`src/verilog/spcd_regs.svh`:
```
// What this block does
// - enable cleared in splitter mode stops clock
// - settings ignored while splitter mode off
// - select: half pixel, phy, ref zero, ref one
// - splitter select overrides the legacy selection
// - bits 4:0 of control low hold M
// - divisor register holds eight-bit N
// - reset: enabled, select 00, M 1, N 2
// - each output port keeps own settings copy
`ifndef SPCD_REGS_SVH
`define SPCD_REGS_SVH

// register indices, byte address is four times the index
`define SPCD_IDX_CTL_LOW     10'h03e
`define SPCD_IDX_DIVISOR     10'h03f
`define SPCD_IDX_MODE        10'h060
`define SPCD_IDX_STATUS      10'h061

// control low field positions
`define SPCD_EN_BIT          7
`define SPCD_SEL_HI          6
`define SPCD_SEL_LO          5
`define SPCD_M_HI            4
`define SPCD_M_LO            0

// mode register field positions
`define SPCD_MODE_SPLIT_BIT  0
`define SPCD_MODE_PORT_BIT   1

// reset values
`define SPCD_CTL_LOW_RST     8'h81
`define SPCD_DIVISOR_RST     8'h02
`define SPCD_MODE_RST        2'h0

// geometry
`define SPCD_PORTS           2
`define SPCD_SOURCES         4
`define SPCD_ADDR_W          12
`define SPCD_ACC_W           9

`endif

```
`src/verilog/spcd_pkg.sv`:
```
`default_nettype none
package spcd_pkg;
    // splitter transmit clock source
    typedef enum logic [1:0] {
        spcd_src_half_pixel = 2'b00,
        spcd_src_phy_mn     = 2'b01,
        spcd_src_ref0_mn    = 2'b10,
        spcd_src_ref1_mn    = 2'b11
    } spcd_src_t;

    // order of the raw source lines into the edge detector
    typedef enum logic [1:0] {
        spcd_line_pixel = 2'b00,
        spcd_line_phy   = 2'b01,
        spcd_line_ref0  = 2'b10,
        spcd_line_ref1  = 2'b11
    } spcd_line_t;
endpackage
`default_nettype wire

```
`src/verilog/spcd_src_edges.sv`:
```
`timescale 1ns/100ps
`default_nettype none
`include "spcd_regs.svh"
module spcd_src_edges
    import spcd_pkg::*;
(
    // clock and reset
    input  wire logic                      pclk,
    input  wire logic                      presetn,
    // sampled source clock levels
    input  wire logic [`SPCD_SOURCES-1:0]  src_level,
    // one-cycle pulse per source rising edge
    output logic      [`SPCD_SOURCES-1:0]  src_rise
);
    logic [`SPCD_SOURCES-1:0] prev_level;      // last sampled level
    logic [`SPCD_SOURCES-1:0] next_prev_level; // next sample
    logic [`SPCD_SOURCES-1:0] next_src_rise;   // next edge pulses

    ////////////////////////////////////////////////////////////////////////
    // per-source edge compare; sources must stay below half of pclk
    genvar gi;
    generate
        for (gi = 0; gi < `SPCD_SOURCES; gi = gi + 1) begin : g_src
            always_comb begin
                next_prev_level[gi] = src_level[gi];
                next_src_rise[gi]   = src_level[gi] & ~prev_level[gi];
            end
        end
    endgenerate

    // register levels and pulses
    always_ff @(posedge pclk or negedge presetn) begin
        if (!presetn) begin
            prev_level <= '0;
            src_rise   <= '0;
        end else begin
            prev_level <= next_prev_level;
            src_rise   <= next_src_rise;
        end
    end
endmodule
`default_nettype wire

```
`src/verilog/spcd_mn_divider.sv`:
```
`timescale 1ns/100ps
`default_nettype none
`include "spcd_regs.svh"
module spcd_mn_divider
    import spcd_pkg::*;
(
    // clock and reset
    input  wire logic        pclk,
    input  wire logic        presetn,
    // control
    input  wire logic        run,
    input  wire logic [4:0]  div_m,
    input  wire logic [7:0]  div_n,
    // source edge in, generated clock edge out
    input  wire logic        src_tick,
    output logic             out_tick
);
    logic [`SPCD_ACC_W-1:0] acc;           // phase accumulator
    logic [`SPCD_ACC_W-1:0] next_acc;      // next phase
    logic                   next_out_tick; // next output edge
    logic [`SPCD_ACC_W-1:0] sum;           // phase plus M

    ////////////////////////////////////////////////////////////////////////
    // fractional step: add M per source edge, emit on overflow and drop N, or clear the phase if N or more would remain
    always_comb begin
        sum           = acc + {4'h0, div_m};
        next_acc      = acc;
        next_out_tick = 1'b0;
        if (!run) begin
            // stopped divider restarts from zero phase
            next_acc = '0;
        end else if (src_tick) begin
            if (div_n == 8'h00) begin
                // N of zero has no meaning, pass source through
                next_out_tick = 1'b1;
                next_acc      = '0;
            end else if (sum >= {1'b0, div_n}) begin
                next_out_tick = 1'b1;
                next_acc      = (sum - {1'b0, div_n} >= {1'b0, div_n}) ? '0 : sum - {1'b0, div_n};
            end else begin
                next_acc = sum;
            end
        end
    end

    // register phase and edge
    always_ff @(posedge pclk or negedge presetn) begin
        if (!presetn) begin
            acc      <= '0;
            out_tick <= 1'b0;
        end else begin
            acc      <= next_acc;
            out_tick <= next_out_tick;
        end
    end
endmodule
`default_nettype wire

```
`src/verilog/spcd_top.sv`:
```
`timescale 1ns/100ps
`default_nettype none
`include "spcd_regs.svh"
module spcd_top
    import spcd_pkg::*;
(
    // clock and reset
    input  wire logic                     pclk,
    input  wire logic                     presetn,
    // apb slave
    input  wire logic                     psel,
    input  wire logic                     penable,
    input  wire logic                     pwrite,
    input  wire logic [`SPCD_ADDR_W-1:0]  paddr,
    input  wire logic [31:0]              pwdata,
    output logic      [31:0]              prdata,
    output logic                          pready,
    output logic                          pslverr,
    // source clock levels
    input  wire logic                     pixel_clk_in,
    input  wire logic                     serial_video_phy_clk,
    input  wire logic                     external_reference_zero,
    input  wire logic                     external_reference_one,
    // selection from the separate clock configuration register
    input  wire logic [1:0]               legacy_clk_sel,
    // per-port transmit clock edges
    output logic      [`SPCD_PORTS-1:0]   tx_clk_tick
);
    ////////////////////////////////////////////////////////////////////////
    // declarations
    logic [7:0]  ctl_low      [`SPCD_PORTS];  // per-port control low copy
    logic [7:0]  divisor      [`SPCD_PORTS];  // per-port N copy
    logic [7:0]  next_ctl_low [`SPCD_PORTS];  // next control low
    logic [7:0]  next_divisor [`SPCD_PORTS];  // next N
    logic        split_mode;                  // splitter mode enabled
    logic        port_sel;                    // port under register access
    logic        next_split_mode;             // next mode bit
    logic        next_port_sel;               // next port select
    logic [31:0] next_prdata;                 // next read data
    logic [`SPCD_SOURCES-1:0] src_rise;       // source edge pulses
    logic        half_phase;                  // pixel edge parity
    logic        next_half_phase;             // next parity
    logic        half_tick;                   // every second pixel edge
    logic [`SPCD_PORTS-1:0] mn_tick;          // M/N divider edges
    logic [`SPCD_PORTS-1:0] mn_run;           // M/N divider running
    logic [`SPCD_PORTS-1:0] mn_src;           // edge feeding each divider
    logic [`SPCD_PORTS-1:0] next_tx_clk_tick; // next output edges
    logic        wr_en;                       // write commits this edge
    logic        setup;                       // setup phase of a transfer
    logic [9:0]  idx;                         // register index
    logic        hit_low;                     // decode control low
    logic        hit_div;                     // decode divisor
    logic        hit_mode;                    // decode mode
    logic        hit_stat;                    // decode status
    logic        mapped;                      // any register hit

    ////////////////////////////////////////////////////////////////////////
    // apb decode; zero wait states, so pready is simply high
    always_comb begin
        pready   = 1'b1;
        idx      = paddr[`SPCD_ADDR_W-1:2];
        hit_low  = 1'b0;
        hit_div  = 1'b0;
        hit_mode = 1'b0;
        hit_stat = 1'b0;
        if (idx == `SPCD_IDX_CTL_LOW) begin
            hit_low = 1'b1;
        end else if (idx == `SPCD_IDX_DIVISOR) begin
            hit_div = 1'b1;
        end else if (idx == `SPCD_IDX_MODE) begin
            hit_mode = 1'b1;
        end else if (idx == `SPCD_IDX_STATUS) begin
            hit_stat = 1'b1;
        end
        mapped  = hit_low | hit_div | hit_mode | hit_stat;
        // unmapped access ends with an error, writes to status too
        pslverr = psel & penable & (~mapped | (pwrite & hit_stat));
        setup   = psel & ~penable;
        wr_en   = psel & penable & pwrite & mapped & ~hit_stat;
    end

    ////////////////////////////////////////////////////////////////////////
    // register next values
    always_comb begin
        next_split_mode = split_mode;
        next_port_sel   = port_sel;
        for (int p = 0; p < `SPCD_PORTS; p++) begin
            next_ctl_low[p] = ctl_low[p];
            next_divisor[p] = divisor[p];
        end
        if (wr_en) begin
            if (hit_low) begin
                next_ctl_low[port_sel] = pwdata[7:0];
            end else if (hit_div) begin
                next_divisor[port_sel] = pwdata[7:0];
            end else if (hit_mode) begin
                next_split_mode = pwdata[`SPCD_MODE_SPLIT_BIT];
                next_port_sel   = pwdata[`SPCD_MODE_PORT_BIT];
            end
        end
    end

    // register storage
    always_ff @(posedge pclk or negedge presetn) begin
        if (!presetn) begin
            split_mode <= 1'b0;
            port_sel   <= 1'b0;
            for (int p = 0; p < `SPCD_PORTS; p++) begin
                // enabled, half pixel, M 1, N 2
                ctl_low[p] <= `SPCD_CTL_LOW_RST;
                divisor[p] <= `SPCD_DIVISOR_RST;
            end
        end else begin
            split_mode <= next_split_mode;
            port_sel   <= next_port_sel;
            for (int p = 0; p < `SPCD_PORTS; p++) begin
                ctl_low[p] <= next_ctl_low[p];
                divisor[p] <= next_divisor[p];
            end
        end
    end

    ////////////////////////////////////////////////////////////////////////
    // read data, captured in setup so it stands through the access phase
    always_comb begin
        next_prdata = prdata;
        if (setup) begin
            next_prdata = 32'h0000_0000;
            if (hit_low) begin
                next_prdata[7:0] = ctl_low[port_sel];
            end else if (hit_div) begin
                next_prdata[7:0] = divisor[port_sel];
            end else if (hit_mode) begin
                next_prdata[`SPCD_MODE_SPLIT_BIT] = split_mode;
                next_prdata[`SPCD_MODE_PORT_BIT]  = port_sel;
            end else if (hit_stat) begin
                // live per-port divider running flags
                next_prdata[`SPCD_PORTS-1:0] = mn_run;
            end
        end
    end

    // read data register
    always_ff @(posedge pclk or negedge presetn) begin
        if (!presetn) begin
            prdata <= 32'h0000_0000;
        end else begin
            prdata <= next_prdata;
        end
    end

    ////////////////////////////////////////////////////////////////////////
    // source edges
    spcd_src_edges u_edges (
        .pclk      (pclk),
        .presetn   (presetn),
        .src_level ({external_reference_one, external_reference_zero,
                     serial_video_phy_clk, pixel_clk_in}),
        .src_rise  (src_rise)
    );

    // pixel clock halving by edge parity
    always_comb begin
        next_half_phase = half_phase ^ src_rise[spcd_line_pixel];
        half_tick       = src_rise[spcd_line_pixel] & half_phase;
    end

    // parity register
    always_ff @(posedge pclk or negedge presetn) begin
        if (!presetn) begin
            half_phase <= 1'b0;
        end else begin
            half_phase <= next_half_phase;
        end
    end

    ////////////////////////////////////////////////////////////////////////
    // per-port clock generation
    genvar gp;
    generate
        for (gp = 0; gp < `SPCD_PORTS; gp = gp + 1) begin : g_port
            always_comb begin
                case (spcd_src_t'(ctl_low[gp][`SPCD_SEL_HI:`SPCD_SEL_LO]))
                    spcd_src_phy_mn:  mn_src[gp] = src_rise[spcd_line_phy];
                    spcd_src_ref0_mn: mn_src[gp] = src_rise[spcd_line_ref0];
                    spcd_src_ref1_mn: mn_src[gp] = src_rise[spcd_line_ref1];
                    default:          mn_src[gp] = 1'b0;
                endcase
                mn_run[gp] = split_mode & ctl_low[gp][`SPCD_EN_BIT]
                           & (ctl_low[gp][`SPCD_SEL_HI:`SPCD_SEL_LO] != spcd_src_half_pixel);
            end

            spcd_mn_divider u_div (
                .pclk     (pclk),
                .presetn  (presetn),
                .run      (mn_run[gp]),
                .div_m    (ctl_low[gp][`SPCD_M_HI:`SPCD_M_LO]),
                .div_n    (divisor[gp]),
                .src_tick (mn_src[gp]),
                .out_tick (mn_tick[gp])
            );

            // output edge selection
            always_comb begin
                if (split_mode) begin
                    if (!ctl_low[gp][`SPCD_EN_BIT]) begin
                        next_tx_clk_tick[gp] = 1'b0;
                    end else if (ctl_low[gp][`SPCD_SEL_HI:`SPCD_SEL_LO] == spcd_src_half_pixel) begin
                        next_tx_clk_tick[gp] = half_tick;
                    end else begin
                        next_tx_clk_tick[gp] = mn_tick[gp];
                    end
                end else begin
                    next_tx_clk_tick[gp] = src_rise[legacy_clk_sel];
                end
            end
        end
    endgenerate

    // output edges from flip-flops
    always_ff @(posedge pclk or negedge presetn) begin
        if (!presetn) begin
            tx_clk_tick <= '0;
        end else begin
            tx_clk_tick <= next_tx_clk_tick;
        end
    end
endmodule
`default_nettype wire

```
`config.mk`:
```
export PLATFORM = sky130hd
export DESIGN_NAME = spcd_top
export DESIGN_NICKNAME = d
export VERILOG_FILES = /design/src/verilog/spcd_pkg.sv /design/src/verilog/spcd_src_edges.sv /design/src/verilog/spcd_mn_divider.sv /design/src/verilog/spcd_top.sv
export VERILOG_INCLUDE_DIRS = /design/src /design/src/verilog
export SDC_FILE = /design/constraint.sdc
export NUM_CORES = 1
export LEC_CHECK = 0
export ABC_AREA = 1
export BUFFER_PORTS_ARGS = -buffer_cell sky130_fd_sc_hd__buf_4
export CORE_UTILIZATION = 53
export DETAILED_ROUTE_END_ITERATION = 16
export PLACE_DENSITY = 0.89
export SYNTH_ARGS = -nofsm -noshare
export SYNTH_HDL_FRONTEND = slang
export SYNTH_HIERARCHICAL = 1
export SYNTH_SLANG_ARGS = --single-unit
```
`constraint.sdc`:
```
create_clock -name pclk -period 3.83 [get_ports pclk]
set_input_delay 0.383 -clock pclk [delete_from_list [all_inputs] [get_ports pclk]]
set_output_delay 0.383 -clock pclk [all_outputs]
set_load 0.005 [all_outputs]
```
==> run_results.csv <==
group,metric,value,unit
run_status,outcome,"finished, violations left",
run_status,violations,"negative setup slack",
clock_network,clock-sinks,73,
timing,setup_tns,-10.0,ps
clock_network,clkTransAtPathRegs,70,ps
floorplan,die_h,110,microns
grt,grt_pass1_vias,5681,
power_and_ir_drop,ir_worst_vdd,0.000284,V
worst_setup_path,endpoint_kind,"flip-flop",
worst_setup_path,r2r_cells,28,
floorplan,io_pins,91,
worst_setup_path,critical_path_class,"reg2reg",
clock_network,cts_tree,"yes",
clock_network,cts_made_buffers,9,
timing,grt_setup_unrepaired,"yes",
drt,viasPerCell,5.73,
clock_network,clock_latency,340,ps
grt,grt_max_degree,74,
grt,grt_usage,27.8,%
timing,maxSlewViolCount,0,
drt,ant_nets,0,
layout,layout-drive-gt1-share,22.6,%
worst_setup_path,crit_family,"simple AND/OR/NAND/NOR gates",
synthesis,synth_ff_type,"dfrtp_1",
hold_path,hp-class,"in2reg",
synthesis,yosysTopAreaCell,"dfrtp_1",
floorplan,start_util,54.2,%
placed_design,place_ws,-131,ps
worst_setup_path,critical_path.most_common_cell,"nand2_1",
timing,setup_viol,1,
power_and_ir_drop,p_per_area,239,nW/um^2
placed_design,gp_congestion,0.873,
clock_network,htreeDepth,3,
floorplan,dieWidth,110,microns
layout,final_area,7300,sq um
worst_setup_path,reg2reg_from,"ctl_low[8]$_DFFE_PN1P_",
worst_setup_path,start_kind,"flip-flop",
drt,route.detailed.drc,0,
drt,wl_per_cell,15.7,microns
grt,grt_pass1_wl,25.9,mm
synthesis,ys_types,49,
timing,skew,13.6,ps
timing,worst_pin_slew,938,ps
synthesis,synth.yosys.seq_area_share,29.8,%
timing,setup_slack,-10.0,ps
timing,hold_viol_final,0,
placed_design,dp_hpwl,11.4,mm
synthesis,netlist_top_cells_area,"dfrtp_1 27%, nand2_1 18%, ha_1 8.7%",
power_and_ir_drop,leakagePower,3.99,nW
worst_setup_path,rrSetupSlack,-10,ps
worst_setup_path,rr_endpoint,"g_port[0].u_div/acc[7]$_DFFE_PN0P_",
floorplan,rows,39,
floorplan,core,11400,sq um
layout,nets,1025,
hold_path,hold_end,"u_edges/prev_level[1]$_DFF_PN0_",
power_and_ir_drop,total_power,1.75,mW
worst_setup_path,arrival,4070,ps
worst_setup_path,cp_slowest_stage_delay,560,ps
synthesis,synth_area,6160,sq um
layout,fin_cells,1071,
hold_path,min_path_cells,1,
synthesis,syn_inst,861,
timing,fmaxAchievable,260,MHz
synthesis,synth-async-reset-ratio,100,%
clock_network,postCtsHoldBufs,0,
synthesis,synth_common_cells,"291 x nand2_1, 115 x inv_1, 67 x dfrtp_1",
timing,finalCritPeriodShare,100,%
layout,n_antenna_cell,0,
drt,vias,6133,
timing,layout_min_cycle_time,3840,ps
flow_run,drv_cap,0,
placed_design,port_buffers,39,
worst_setup_path,cp_slowest_cell,"dfstp_2",
grt,gr-total-overflow,0,
drt,drt-pass1-iter-count,6,
layout,fin_util,64.2,%
worst_setup_path,critPathRequiredTime,4060,ps
synthesis,synth.most_common_cell,"nand2_1",
timing,whs,154,ps
hold_path,holdCritStartpoint,"serial_video_phy_clk",
clock_network,root_buffer,"clkbuf_16",
placed_design,place_inst,1045,
layout,syn_to_final_growth,18.5,%
floorplan,die_area,12100,sq um
drt,drt_wl_total,16.8,mm
synthesis,ys_warn_count,6,
synthesis,synth_enable_flop_cells,0,
drt,drt_iter0_drc,630,
synthesis,synth_top_area_share,27.2,%
grt,grt_antenna_before_repair,0,
synthesis,avgSynthCellArea,7.16,sq um
worst_setup_path,cp_num_buf_inv,7,
clock_network,clk_path_buf_depth,2,
timing,relSlewSlack,37.5,%
worst_setup_path,crit_fanout,7,
synthesis,ys_seq_elements,73,
placed_design,dpl-instance-area,6560,sq um
## cell type report
type                    count  area (sq um)
repair buffers             69           526
clock buffers              10           239
inverters                 118           445
clock inverters             6          43.8
multi-input cells         652          4040
fillers                   877          4070
flip-flops and latches     73          1830
well taps                 143           179
## worst max path at each step
stage                                 startpoint                                  to  slack, ps  cells past startpoint
after global placement    ctl_low[8]$_DFFE_PN1P_  g_port[0].u_div/acc[3]$_DFFE_PN0P_         -8                     26
after floorplan           ctl_low[0]$_DFFE_PN1P_  g_port[1].u_div/acc[5]$_DFFE_PN0P_         40                     26
final                     ctl_low[8]$_DFFE_PN1P_  g_port[0].u_div/acc[7]$_DFFE_PN0P_        -10                     28
after detailed placement  ctl_low[8]$_DFFE_PN1P_  g_port[0].u_div/acc[6]$_DFFE_PN0P_       -130                     27
after CTS                 ctl_low[0]$_DFFE_PN1P_  g_port[1].u_div/acc[0]$_DFFE_PN0P_         20                     28
after global routing      ctl_low[8]$_DFFE_PN1P_  g_port[0].u_div/acc[6]$_DFFE_PN0P_       -190                     27
## flip-flops by register name (all words and copies together), names as in the netlist
name	cells
g_port.u_div/acc	18
ctl_low	16
divisor	16
prdata	8
u_edges/prev_level	4
u_edges/src_rise	4
g_port.u_div/out_tick	2
tx_clk_tick	2
half_phase	1
port_sel	1
split_mode	1
## power by group
group	switching, mW	leakage, nW	total [mW]	internal [mW]
combinational	0.0966	2.87	0.153	0.0566
sequential	0.00579	0.979	0.790	0.784
clock	0.349	0.138	0.806	0.457
total	0.451	3.99	1.75	1.30
## cell families after synthesis
family	after synthesis	share of synthesized area (%)
AOI/OAI and AO/OA	51	5.36
xor gates and xnor gates	18	2.56
adders and majority gates	47	10.0
buffers and inverters	159	12.3
DFF	73	29.8
muxes	4	0.650
other	2	0.122
and+or+nand+nor	507	39.2
## layout by cell type, fill, tap and decap left out, types with 3 or more instances in the layout
cell and instances:
nand2_1 271, inv_1 107, dfrtp_1 67, buf_4 67, nand4_1 65, nor2_1 40
nand3_1 34, ha_1 32, nand2_2 26, conb_1 25, nor2_2 15, nand3_2 14
a21oi_1 11, ha_4 11, inv_2 10, nor3_1 9, clkbuf_16 9, a21oi_2 8
xor2_1 8, nand2_4 7, o21ai_0 6, o22ai_1 6, dfstp_2 6, nand3b_1 6
xnor2_1 6, a21boi_0 5, nor2_4 5, nand3_4 5, o21bai_1 5, mux2i_1 4
clkinv_4 3, xor2_2 3, and2_4 3
## metal layers
metal  vias up  wire [microns]  GRT usage (%)
met1      2899            6440           33.7
met2       306            8620           49.0
met3        60            1160           4.68
met5         -               0              0
met4         0             627           11.0
li1       2868               -              -
## what timing repair did
| item | CTS | global route |
|---|---|---|
| endpoints found under the setup margin | 16 | 16 |
| buffers inserted | 0 | 11 |
| gates resized for setup | 15 | 69 |
| pin swaps | 3 | 43 |
Note: power is estimated with default switching activity, not from simulation.
